`src/hdl/sbis_pkg.sv`:
```
// Package for the serial break interrupt scan block: constants and carrier types
package sbis_pkg;
  localparam logic [7:0] GLOBAL_AUTH_CHAR = 8'h1b;
  localparam logic [1:0] GROUP_PREFIX     = 2'h3;
  localparam logic [1:0] ACK_PREFIX       = 2'h2;
  localparam int         ADDR_W           = 6;
  localparam int         CLK_MHZ          = 250;
  // Times in their own units
  localparam int         BREAK_US         = 500;
  localparam int         START_MAX_US     = 20;
  localparam int         RELEASE_MAX_US   = 30;
  localparam int         AUTH_MAX_US_4800 = 3000;
  // Cycle counts derived from the clock rate
  localparam int         BREAK_CYCLES     = BREAK_US * CLK_MHZ;
  localparam int         START_CYCLES     = START_MAX_US * CLK_MHZ;
  localparam int         RELEASE_CYCLES   = RELEASE_MAX_US * CLK_MHZ;
  localparam int         AUTH_CYCLES      = AUTH_MAX_US_4800 * CLK_MHZ;
  localparam int         CNT_W            = 20;

  typedef struct packed {
    logic       valid;
    logic [7:0] data;
  } sbis_char_t;

  typedef struct packed {
    logic                valid;
    logic [ADDR_W-1:0]   addr;
  } sbis_status_rd_t;
endpackage

```
`src/hdl/sbis_core.sv`:
```
// Break signalling engine for the serial interrupt scan protocol
`timescale 1ns/10ps
module sbis_core #(
  parameter int BREAK_LEN = sbis_pkg::BREAK_CYCLES
) (
  input  wire logic                        mclk,
  input  wire logic                        rst_b,
  input  wire logic [sbis_pkg::ADDR_W-1:0] module_addr,
  input  wire sbis_pkg::sbis_char_t        rx_char,
  input  wire sbis_pkg::sbis_status_rd_t   alt_status_read_command,
  input  wire logic                        irq_event,
  input  wire logic                        uart_txd,
  output logic                             txd_out,
  output logic                             txd_oe_b,
  output logic                             irq_pending,
  output logic                             break_active
);
  typedef enum logic [1:0] {
    SBIS_IDLE  = 2'b01,
    SBIS_BREAK = 2'b10
  } sbis_state_t;

  sbis_state_t                 state_reg, state_next;
  logic                        pend_reg, pend_next;
  logic                        latch_reg, latch_next;
  logic                        proto_reg, proto_next;
  logic [sbis_pkg::CNT_W-1:0]  cnt_reg, cnt_next;

  logic is_global;
  logic is_group;
  logic is_ack;
  logic ack_me;
  logic group_hit;
  logic fire;

  logic clr_req;

  // Every character of this protocol is decoded in a single cycle, so the
  // answer to a character never depends on the character after it. The
  // host may therefore send scans back to back; the only spacing it must
  // keep is the break length plus the release time between characters.

  // Address qualification for group scans
  function automatic logic addr_match(
    input logic [sbis_pkg::ADDR_W-1:0] a,
    input logic [sbis_pkg::ADDR_W-1:0] m
  );
    addr_match = ((a & m) == m);
  endfunction

  // Two top bits tell scans from acknowledges
  function automatic logic prefix_is(
    input logic [7:0] c,
    input logic [1:0] p
  );
    prefix_is = (c[7:6] == p);
  endfunction

  // A character only counts on its valid strobe
  always_comb begin
    is_global = rx_char.valid && (rx_char.data == sbis_pkg::GLOBAL_AUTH_CHAR);
    is_group  = rx_char.valid && prefix_is(rx_char.data, sbis_pkg::GROUP_PREFIX);
    is_ack    = rx_char.valid && prefix_is(rx_char.data, sbis_pkg::ACK_PREFIX);
    ack_me    = is_ack && (rx_char.data[5:0] == module_addr);
    group_hit = is_group && addr_match(module_addr, rx_char.data[5:0]);
  end

  // Request group
  // The pending flag follows the fault sources; the latched copy is a
  // snapshot taken only at a global authorization. That snapshot freezes
  // the set of modules allowed to answer the scans that follow, which is
  // what lets the host run its dichotomic search without the answers
  // shifting under it.
  always_comb begin
    pend_next  = pend_reg;
    latch_next = latch_reg;
    clr_req    = ack_me || alt_status_read_command.valid;
    if (clr_req) begin
      pend_next  = 1'b0;
      latch_next = 1'b0;
    end
    // Set wins over clear so an event is never lost
    if (irq_event) begin
      pend_next = 1'b1;
    end
    if (is_global) begin
      latch_next = pend_reg || irq_event;
    end
  end

  always_ff @(posedge mclk or negedge rst_b) begin
    if (!rst_b) begin
      pend_reg  <= 1'b0;
      latch_reg <= 1'b0;
    end else begin
      pend_reg  <= pend_next;
      latch_reg <= latch_next;
    end
  end

  // Protocol group
  // Any foreign character or a status read drops the module back to
  // normal dialogue; the next scan or acknowledge draws no break but re-arms
  // the module for the one after it. A status read also clears the request,
  // so the host loses the fault itself as well as the frozen snapshot.
  always_comb begin
    proto_next = proto_reg;
    if (rx_char.valid) begin
      proto_next = is_global || is_group || is_ack;
    end
    if (alt_status_read_command.valid) begin
      proto_next = 1'b0;
    end
  end

  always_ff @(posedge mclk or negedge rst_b) begin
    if (!rst_b) begin
      proto_reg <= 1'b0;
    end else begin
      proto_reg <= proto_next;
    end
  end

  // Break request, at most one per character
  always_comb begin
    fire = 1'b0;
    if (is_global) begin
      fire = pend_reg || irq_event;
    end
    // only requests latched at last global
    if (group_hit && latch_reg && proto_reg) begin
      fire = 1'b1;
    end
    if (is_ack && !ack_me && latch_reg && proto_reg) begin
      fire = 1'b1;
    end
  end

  // Break group
  // The break is timed by a plain cycle counter, so its length scales
  // with the clock; BREAK_LEN must be changed with any other clock rate.
  // A character that arrives while a break runs is decoded for the flags
  // but cannot stretch or restart the break: the host is expected to wait
  // out the break before its next scan, and a second break glued to the
  // first would look like one long break on the link.
  always_comb begin
    state_next = state_reg;
    cnt_next   = cnt_reg;
    unique case (state_reg)
      SBIS_IDLE: begin
        // break starts next cycle; one per character
        if (fire) begin
          state_next = SBIS_BREAK;
          cnt_next   = '0;
        end
      end
      SBIS_BREAK: begin
        if (cnt_reg == sbis_pkg::CNT_W'(BREAK_LEN - 1)) begin
          state_next = SBIS_IDLE;
          cnt_next   = '0;
        end else begin
          cnt_next = cnt_reg + 1'b1;
        end
      end
    endcase
  end

  always_ff @(posedge mclk or negedge rst_b) begin
    if (!rst_b) begin
      state_reg <= SBIS_IDLE;
      cnt_reg   <= '0;
    end else begin
      state_reg <= state_next;
      cnt_reg   <= cnt_next;
    end
  end

  // Line drive
  // The transmitter stays push-pull; merging the lines of several modules
  // happens outside the block, so the enable is held on permanently.
  // Outside a break the normal serial data passes straight through, which
  // keeps the ordinary dialogue untouched by this block.
  // break drives line low; release is immediate on exit
  always_comb begin
    break_active = (state_reg == SBIS_BREAK);
    txd_out      = break_active ? 1'b0 : uart_txd;
    txd_oe_b     = 1'b0;
    irq_pending  = pend_reg;
  end
endmodule // sbis_core

```
`config.mk`:
```
export PLATFORM = sky130hd
export DESIGN_NAME = sbis_core
export DESIGN_NICKNAME = d
export VERILOG_FILES = /design/src/hdl/sbis_pkg.sv /design/src/hdl/sbis_core.sv
export SDC_FILE = /design/constraint.sdc
export NUM_CORES = 1
export LEC_CHECK = 0
export ABC_AREA = 0
export BUFFER_PORTS_ARGS = -buffer_cell sky130_fd_sc_hd__buf_2
export CAP_MARGIN = 20
export CORE_MARGIN = 1
export CORE_UTILIZATION = 54
export CTS_CLUSTER_SIZE = 30
export DETAILED_ROUTE_END_ITERATION = 8
export PLACE_DENSITY_LB_ADDON = 0.2
export REMOVE_ABC_BUFFERS = 1
export SETUP_SLACK_MARGIN = 0.02
export SYNTH_ARGS = -nofsm -noshare
export SYNTH_HDL_FRONTEND = slang
export SYNTH_SLANG_ARGS = --single-unit
```
`constraint.sdc`:
```
create_clock -name mclk -period 2.7 [get_ports mclk]
set_input_delay 0.405 -clock mclk [delete_from_list [all_inputs] [get_ports mclk]]
set_output_delay 0.405 -clock mclk [all_outputs]
set_load 0.005 [all_outputs]
```
**Word-level counts from Yosys, hierarchy flattened**

Cells that the tools add are included.
Widths: inputs -> output; s select.

- Memories kept: 0
- Output and inout port bits: 4
- Bits in registers: 25
- Word-level logic and storage cells: 51
- ROM bits: 0
- Bits in latches: 0
- Input port bits: 26
- Memory bits (writable): 0

- $lt $le $gt $ge: 0
- Bitwise logic cells: 1
- Divide/modulo/power cells: 0
- Mux-type cells: 15
- Eq/ne operators: 10
- $mul: 0
- Reductions and logical operators: 19
- Shift-type cells: 0
- Add/subtract/negate cells: 1

Operators with widths:

| kind | count |
|---|---|
| $mux 20 | 2 |
| $pmux 20 s2 | 1 |
| $add 20x1->20 const B | 1 |
| $eq 20x17->1 const B | 1 |
| $eq 6x6->1 | 2 |
| $logic_and 1x1->1 | 10 |
| $mux 1 | 9 |
| $eq 8x5->1 const B | 1 |
| $and 6x6->6 | 1 |
| $eq 2x2->1 const B | 3 |
| $reduce_bool 2->1 | 3 |
| $logic_or 1x1->1 | 4 |
| $mux 2 | 2 |
| $pmux 2 s2 | 1 |
| $eq 2x1->1 const B | 1 |
| $ne 2x1->1 const B | 1 |
| $ne 2x2->1 const B | 1 |
| $reduce_and 2->1 | 1 |
| $logic_not 1->1 | 1 |

**Longest topological paths before layout**

Gate-level depths: netlist (run 1).

- Depth in word-level cells: 10
- Mapped depth: 8
- Gate-level depth less buffers: 7

**Worst setup path after synthesis (run 1)**

Ideal clock, no wire load.

- Path kind: input port to flip-flop
- Start: in module_addr[3] (netlist name)
- End: reg cnt_reg[10] (netlist name)
- Buffers on the path: 1
- Stages on the path: 8
- Setup slack: 0.315 ns
- Data arrival time: 2.259 ns
- Library setup time: 0.126 ns
- Path through: inv_1 > ha_1 > or4_1 > o31a_1 > o311a_4 > and2_4 > buf_6 > a221o_1

- Longest elaborated chain between the ends: 8

RTL lines:

| element | line | RTL |
|---|---|---|
| start: declaration | sbis_core.sv:8 | `input wire logic [sbis_pkg::ADDR_W-1:0] module_addr,` |
| $and 6x6->6 or $eq 6x6->1 (tied branches) | sbis_core.sv:48, sbis_core.sv:64 |  |
| $eq 6x6->1 or $logic_and 1x1->1 (tied branches) | sbis_core.sv:48, sbis_core.sv:64 |  |
| $logic_and 1x1->1 or $logic_not 1->1 (tied branches) | sbis_core.sv:65, sbis_core.sv:134 |  |
| $logic_and 1x1->1 (on tied branches) (2 in a row) | sbis_core.sv:131, sbis_core.sv:134 |  |
| $mux 1 or $logic_and 1x1->1 (tied branches) | sbis_core.sv:131, sbis_core.sv:134 |  |
| $mux 1 * | sbis_core.sv:134 | `if (is_ack && !ack_me && latch_reg && proto_reg) begin` |
| $ne 2x2->1 (no source line) * | -- |  |
| end signal: assignment | sbis_core.sv:174 | `cnt_reg <= cnt_next;` |
| end: declaration | sbis_core.sv:27 | `logic [sbis_pkg::CNT_W-1:0] cnt_reg, cnt_next;` |

Mark *: on every way between the ends. The rest lies on a longest branch, timed or not.
A chain may end at the register's enable or synchronous reset.

**Worst setup path after layout (run 1)**

- Start: in module_addr[3] (netlist name)
- End: reg cnt_reg[9] (netlist name)

Same word-level chain as after synthesis.

==> reports/results.ini, run 1 <==
[cts]
cts_buffer_depth = 2
ctsHoldBuffers = 0
clock_latency_ps = 320
htreeDepth = 1
post_cts_buffers = 0
cts_tree = built
cts_buffers = 3
post_cts_resized = 0
root_buffer = clkbuf_4
clk_pin_slew_ps = 130
numClockSinks = 25

[placement]
gp_congestion = 0.819
io_buffers = 22
placed_cells = 210
hpwl_um = 2400
placed_area_um2 = 1640

[setup_path]
worstPathArrival_ps = 2370
cp-end-kind = flop
cp_max_fo = 9
cp-start-kind = primary input
critPathRequiredTime_ps = 2910
path_class = primary input to flop

[yosys]
synth_area_per_cell_um2 = 9.22
yosys.area.top_type = dfrtp_1
seq_area_frac_synth_pct = 41.4
synth.distinct_cells = 38
synth_ff_type = dfrtp_1
netlist_instances = 164
synth_edf_count = 0
yosysMostFrequentCell = dfrtp_1
yosys-top-cells-area = dfrtp_1 (40%), ha_1 (5.8%), a31oi_1 (5.0%)
synth_warnings = 0
synthArstFlopShare_pct = 100
synth_area_um2 = 1510
synth-seq-cells = 25
synthTopCellsByCount = dfrtp_1 (24), nand2_1 (14), a31oi_1 (12)
synth_top_cell_area_share_pct = 39.7

[timing]
finalMaxSlewViolations = 0
period_share_pct = 79.8
setup_viol = 0
final_hold_viol_count = 0
clock.fmax_mhz = 464
tns_ps = 0
rsz0062_at_grt = false
min_period_ps = 2160
max_slew.worst_pin.slew_ps = 617
fin_skew_ps = 1.42
slew_headroom_pct = 58.5

[global_route]
antenna_found_initial = 0
groute.usage.overall_pct = 24.4
grt_pass1_vias = 1149
grt.overflow.total = 0
grt_first_pass_wirelength_um = 5240
grt_max_degree = 27

[detailed_routing]
wire_per_inst_um = 15.0
drt_wl_total_um = 3220
drc = 0
via_per_inst = 6.26
drtPass1Iterations = 4
drtIter0Drc = 33
vias = 1339
drt.antenna.violating_nets = 0

[cells_and_area]
stdcell_count = 214
largest_reg_flops = 20
num-nets-final = 218
final.fill_count = 220
antenna_cells = 0
layout-drive-gt1-share_pct = 20.1
finalInstanceArea_um2 = 1670
area_growth_pct = 10.4

[status]
outcome = completed

[die]
rows = 18
core_area_um2 = 2570
die_h_um = 54.9
io_pins = 30
die_w_um = 54.9
initial_core_util_pct = 58.9
die_area_um2 = 3020

[power]
ir_drop_mv = 0.663
powerDensity_nw_per_um2 = 690
swShare_pct = 39.7
clock_power_share_pct = 14.5
power_leakage_nw = 0.817
p_int_w = 0.000696
p_switching_w = 0.000457
sequentialPowerShare_pct = 47.8
p_comb_share_pct = 37.6

[run]
maxCapViolations = 0

[hold_path]
hp-class = primary input to asynchronous set/reset pin

## stage by stage
stage	power [W]	setup slack (ps)	util, %	hold slack [ps]
3_5_place_dp	0.000993	207	64.0	425
6_report	0.00115	544	65.1	48.0
2_1_floorplan	0.000834	40.6	-	109
3_3_place_gp	0.000962	233	64.0	422
4_1_cts	0.00116	550	65.1	72.2
5_1_grt	0.00124	452	65.1	96.7
## worst max-delay path: stages
cell     delay [ps]
buf_2            70
inv_1            30
ha_1            170
or4_1           520
o31a_1          270
o311a_4         320
and2_4          210
a221o_1         360
## worst paths after layout
path,startpoint,endpoint,slack [ps],cells past startpoint
max,module_addr[3],cnt_reg[9],540,8
min,rst_b,cnt_reg[10],50,1
max reg2reg,cnt_reg[3],cnt_reg[19],580,5
min reg2reg,cnt_reg[16],cnt_reg[16],500,1
max in group asynchronous,rst_b,state_reg[0],2270,1
min in group mclk,alt_status_read_command[6],proto_reg,230,2
## placed cells by master, fill, tap and decap left out, drive strengths merged
| cell | netlist | final |
|---|---|---|
| dfrtp | 24 | 24 |
| nor3 | 1 | 1 |
| a21oi | 6 | 6 |
| dfstp | 1 | 1 |
| or2 | 1 | 1 |
| o311a | 1 | 1 |
| nor4bb | 1 | 1 |
| nor2 | 10 | 10 |
| nor3b | 3 | 3 |
| nor4 | 6 | 6 |
| and2 | 2 | 2 |
| o21ai | 2 | 2 |
| a211o | 2 | 2 |
| nand3 | 10 | 10 |
| or4 | 1 | 1 |
| a21o | 2 | 2 |
| o31a | 1 | 1 |
| and4 | 1 | 1 |
| a221o | 5 | 5 |
| ha | 7 | 7 |
| nand2 | 14 | 14 |
| o21bai | 1 | 1 |
| conb | 1 | 1 |
| mux2i | 2 | 2 |
| mux2 | 1 | 1 |
| and3 | 9 | 9 |
| inv | 8 | 8 |
| buf | 3 | 25 |
| nand4 | 9 | 9 |
| nand2b | 5 | 5 |
| clkbuf | 6 | 4 |
| a31oi | 12 | 12 |
| a22o | 1 | 1 |
| a41oi | 4 | 4 |
| a22oi | 1 | 1 |
## cell type report
| type | instances | area [um2] | share of cell area (%) |
|---|---|---|---|
| multi-input combinational | 122 | 817 | 48.9 |
| inverter | 8 | 30.0 | 1.80 |
| clock buffer | 4 | 26.3 | 1.57 |
| sequential | 25 | 627 | 37.5 |
| tap | 30 | 37.5 | 2.25 |
| timing repair buffer | 25 | 133 | 7.94 |
## power groups by stage
stage / clock network, W / logic [W] / registers (W)
final: 0.000168 / 0.000434 / 0.000552
after global placement: 0 / 0.000411 / 0.000552
after detailed placement: 0 / 0.000435 / 0.000558
after CTS: 0.000170 / 0.000436 / 0.000550
after floorplan: 0 / 0.000300 / 0.000534
after global routing: 0.000183 / 0.000490 / 0.000563
## kinds of logic after synthesis
family,count (synthesis),share of synthesized area [%]
compound gates,38,19.2
buf+inv,17,5.05
simple gates,73,26.2
flops,25,41.4
fa+ha+maj,7,5.79
other cells,1,0.248
mux,3,2.07
## routing by layer
| metal | part of all wire [%] | GRT usage [%] | vias up |
|---|---|---|---|
| li1 | - | - | 659 |
| met1 | 48 | 34.8 | 637 |
| met2 | 47 | 39.8 | 37 |
| met3 | 4.1 | 3.28 | 6 |
| met4 | 1.1 | 5.00 | 0 |
| met5 | 0 | 0 | - |
(Power assumes the default switching activity.)
==> run 2: changes to the inputs <==
Settings changed: ABC_AREA 0 to 1, CORE_UTILIZATION 54 to 57.
Clock period 2.7 ns to 2.1 ns, I/O delays scaled along.
==> reports/results.ini, run 2 <==
[yosys]
synth_compound_area_share_pct = 3.04
yosys.area.top_type = dfrtp_1
synth_top_cell_area_share_pct = 30.4
synthTopCellsByCount = nand2_1 (93), inv_1 (52), nand3_1 (49)
synth_mux_area_share_pct = 0
synthArstFlopShare_pct = 100
synthSimpleGateAreaFrac_pct = 47.9
synth_warnings = 0
netlist_instances = 315
synth_edf_count = 0
synth_top_family_by_area = simple AND/OR/NAND/NOR gates
synth_area_um2 = 1980
synth.distinct_cells = 27
synthAdderAreaFrac_pct = 4.43
seq_area_frac_synth_pct = 31.7
synth-seq-cells = 25
yosys-top-cells-area = dfrtp_1 (30%), nand2_1 (18%), nand3_1 (12%)
synth_xor_area_share_pct = 0
yosysMostFrequentCell = nand2_1
synth_ff_type = dfrtp_1
synth_area_per_cell_um2 = 6.28

[hold_path]
hp-class = primary input to flop
min_from = alt_status_read_command[6]
hold_path_depth = 2
hold_end = proto_reg

[setup_path]
r2r-start = cnt_reg[0]
r2r-end = cnt_reg[10]
critPathMaxStageDelay_ps = 470
worst-path-buf-inv = 2
cp_top_family = simple AND/OR/NAND/NOR gates
rrSetupSlack_ps = 490
cp-end-kind = output port
cp-start-kind = flop
worst_path_max_delay_cell = nor2_2
rr_worst_depth = 7
cp_max_fo = 12
cp_cell_sequence = inv_1 > nor2_2 > buf_2
path_class = flop to output port
critPathRequiredTime_ps = 1780
worstPathArrival_ps = 1460

[cts]
htreeDepth = 1
clk_pin_slew_ps = 140
post_cts_buffers = 0
numClockSinks = 25
cts_buffer_depth = 2
clock_latency_ps = 320
cts_buffers = 3
cts_tree = built
root_buffer = clkbuf_4

[detailed_routing]
drt_wl_total_um = 4440
drtPass1Iterations = 4
via_per_inst = 5.13
vias = 1960
drc = 0
drt.antenna.violating_nets = 0
drtIter0Drc = 118
wire_per_inst_um = 11.6

[cells_and_area]
largest_reg_flops = 20
antenna_cells = 0
final_common_cell = nand2_1
final-seq-area_um2 = 627
num-nets-final = 370
area_growth_pct = 8.80
final_cell_mix = nand2_1 (93), inv_1 (52), nand3_1 (49)
layout-drive-gt1-share_pct = 13.1
multiInputGateArea_um2 = 1100
final.fill_count = 331
stdcell_count = 382

[die]
rows = 21
core_area_um2 = 3340
die_h_um = 60.9
die_area_um2 = 3710
die_w_um = 60.9
io_pins = 30
initial_core_util_pct = 59.2

[timing]
clock.fmax_mhz = 563
max_slew.worst_pin.slew_ps = 602
period_share_pct = 84.5
tns_ps = 0
min_period_ps = 1780
fin_skew_ps = 4.22
setup_viol = 0
slew_headroom_pct = 59.8
finalMaxSlewViolations = 0
rsz0062_at_grt = false
final_hold_viol_count = 0

[global_route]
grt_pass1_vias = 1754
grt_first_pass_wirelength_um = 7630
antenna_found_initial = 0
grt.overflow.total = 0
groute.usage.overall_pct = 27.6
grt_max_degree = 26

[power]
powerDensity_nw_per_um2 = 848
ir_drop_mv = 0.610
power_leakage_nw = 1.17

[placement]
io_buffers = 22
gp_congestion = 0.911
placed_cells = 377
hpwl_um = 3390

[status]
outcome = completed

[run]
maxCapViolations = 0

==> run 2: worst max-delay path by stage <==
stage	slack [ps]	cells past startpoint	start	to
after floorplan	520	11	module_addr[2]	state_reg[1]
after global placement	480	12	rx_char[2]	state_reg[1]
after detailed placement	440	13	module_addr[2]	state_reg[1]
after CTS	130	3	state_reg[1]	break_active
after global routing	270	4	state_reg[1]	txd_out
final	320	3	state_reg[1]	break_active
==> run 2: repair_timing <==
action / 4_1_cts / 5_1_grt
resized for setup: 0 / 1
hold buffers: 1 / 0
setup endpoints to repair: 0 / 1
hold endpoints to repair: 24 / 0
==> run 2: report_power, final <==
part | internal [W] | switching [W] | leakage (nW)
Combinational | 0.000272 | 0.000431 | 0.842
Clock | 0.0000715 | 0.000148 | 0.0177
Sequential | 0.000634 | 0.000267 | 0.314
Total | 0.000977 | 0.000846 | 1.17
==> run 2: area by class of cell <==
class | instances | area share, %
clock inverters | 1 | 0.233
flip-flops and latches | 25 | 29.1
clock buffers | 3 | 1.05
multi-input cells | 229 | 51.2
well taps | 46 | 2.68
inverters | 52 | 9.08
repair buffers | 26 | 6.63
==> run 2: metrics by stage <==
stage               total power (W)  utilization, %  hold slack [ps]  setup WS [ps]  area [um2]
global placement            0.00158            63.3              333            477        2110
detailed placement          0.00160            63.3              340            439        2110
CTS                         0.00182            64.4              130            129        2150
floorplan                   0.00139               -             19.4            515        1920
global route                0.00200            64.5              122            274        2150
finish                      0.00182            64.5              142            325        2150
==> run 2: logic make-up after synthesis <==
family          after synthesis
other cells                   1
flops                        25
compound gates               10
fa+ha+maj                     7
simple gates                211
buf+inv                      61
==> run 2: per-layer routing <==
| metal | share of wire, % | track usage, % | vias to the layer above |
|---|---|---|---|
| met4 | 2.2 | 10.1 | 0 |
| li1 | - | - | 1035 |
| met2 | 44 | 42.7 | 46 |
| met3 | 4.5 | 2.13 | 9 |
| met1 | 49 | 40.5 | 870 |
| met5 | 0 | 0 | - |
==> run 3: changes to the inputs <==
Settings changed: ABC_AREA 1 to 0, CORE_UTILIZATION 57 to 49.
Clock period 2.1 ns to 1.5 ns, I/O delays scaled along.
==> reports/results.ini, run 3 (same netlist as run 1, synthesis figures left out) <==
[timing]
rsz0062_at_grt = true
fin_skew_ps = 1.87
finalMaxSlewViolations = 0
slew_headroom_pct = 61.6
clock.fmax_mhz = 517
tns_ps = -7360
final_hold_viol_count = 0
setup_viol = 24
setup_slack_ps = -435
min_period_ps = 1940
max_slew.worst_pin.slew_ps = 577
hold_slack_ps = 46.7
period_share_pct = 129

[die]
die_w_um = 57.6
die_area_um2 = 3310
io_pins = 30
die_h_um = 57.6
initial_core_util_pct = 53.5
core_area_um2 = 2830
rows = 19

[cells_and_area]
area_growth_pct = 56.8
num-nets-final = 268
largest_reg_flops = 20
layout-drive-gt1-share_pct = 51.3
stdcell_count = 265
final_common_cell = buf_4
finalInstanceArea_um2 = 2370
antenna_cells = 0
final_cell_mix = buf_4 (42), dfrtp_1 (21), buf_2 (16)

[setup_path]
critPathRequiredTime_ps = 1720
worstPathArrival_ps = 2160
path_class = flop to flop
cp_max_fo = 3
cp-end-kind = flop
cp-start-kind = flop

[detailed_routing]
drc = 2
drt.antenna.violating_nets = 0
wire_per_inst_um = 19.6
drtPass1Iterations = 6
drtIter0Drc = 152
via_per_inst = 6.48
drt_wl_total_um = 5200
vias = 1716

[status]
violations = DRC, setup timing
outcome = finished, violations left

[global_route]
groute.usage.overall_pct = 30.8
grt_first_pass_wirelength_um = 7580
antenna_found_initial = 0
grt_max_degree = 26
grt.overflow.total = 0
grt_pass1_vias = 1653

[placement]
io_buffers = 22
gp_congestion = 0.882
hpwl_um = 2890
placed_cells = 250
placed_area_um2 = 1950

[hold_path]
hp-class = primary input to flop

[cts]
root_buffer = clkbuf_4
htreeDepth = 1
cts_buffer_depth = 2
clock_latency_ps = 330
numClockSinks = 25
cts_buffers = 3
cts_tree = built
clk_pin_slew_ps = 150

[power]
ir_drop_mv = 1.08
p_total_w = 0.00318
powerDensity_nw_per_um2 = 1340
power_leakage_nw = 1.12

[run]
maxCapViolations = 0

-- run 3: routing by layer --
layer | wire length (um) | vias to the layer above | track usage [%]
met4 | 247 | 0 | 13.2
met1 | 1970 | 812 | 37.6
met2 | 2630 | 100 | 54.2
met5 | 0 | - | 0
met3 | 349 | 32 | 4.08
li1 | - | 772 | -
-- run 3: path summary, 6_finish.rpt --
kind                                to  slack [ps]  cells after the start                       start
setup / recovery           cnt_reg[13]        -440                      8                  cnt_reg[1]
hold / removal               proto_reg          50                      2  alt_status_read_command[6]
setup reg to reg           cnt_reg[13]        -440                      8                  cnt_reg[1]
hold reg to reg            irq_pending         520                      1                 irq_pending
max in group asynchronous   cnt_reg[8]         680                      2                       rst_b
min in group asynchronous    proto_reg         410                      2                       rst_b
-- run 3: area by class of cell --
type	count	area [um2]
inverter	8	35.0
multi-input combinational	123	1030
clock buffer	3	22.5
timing repair buffer	74	607
fill	150	457
tap	31	38.8
clock inverter	1	5.00
sequential	25	631
-- run 3: power by group --
part           total (W)  internal (W)  switching, W
Sequential      0.000948      0.000822      0.000126
Combinational    0.00191      0.000993      0.000916
Clock           0.000319      0.000100      0.000219
Total            0.00318       0.00192       0.00126
-- run 3: critical path, stage by stage (launching register included) --
cell     delay (ps)
dfrtp_1         390
buf_4           120
buf_4           110
nand4_1         140
buf_4           170
nor2_1          240
nand4_1         170
and3_1          220
a221o_1         270
-- run 3: what timing repair did --
| item | in CTS | in global routing |
|---|---|---|
| setup buffers | 4 | 4 |
| cloned | 2 | 0 |
| hold buffers | 1 | 0 |
| pin swaps | 12 | 3 |
| resized for setup | 39 | 24 |
| hold endpoints to repair | 24 | 0 |
| endpoints found under the setup margin | 24 | 24 |
-- run 3: per-stage QoR --
| step | utilization (%) | setup WS, ps |
|---|---|---|
| floorplan | - | -1160 |
| global placement | 69.0 | -738 |
| detailed placement | 69.0 | -772 |
| CTS | 78.3 | -351 |
| global route | 83.9 | -508 |
| finish | 83.9 | -435 |
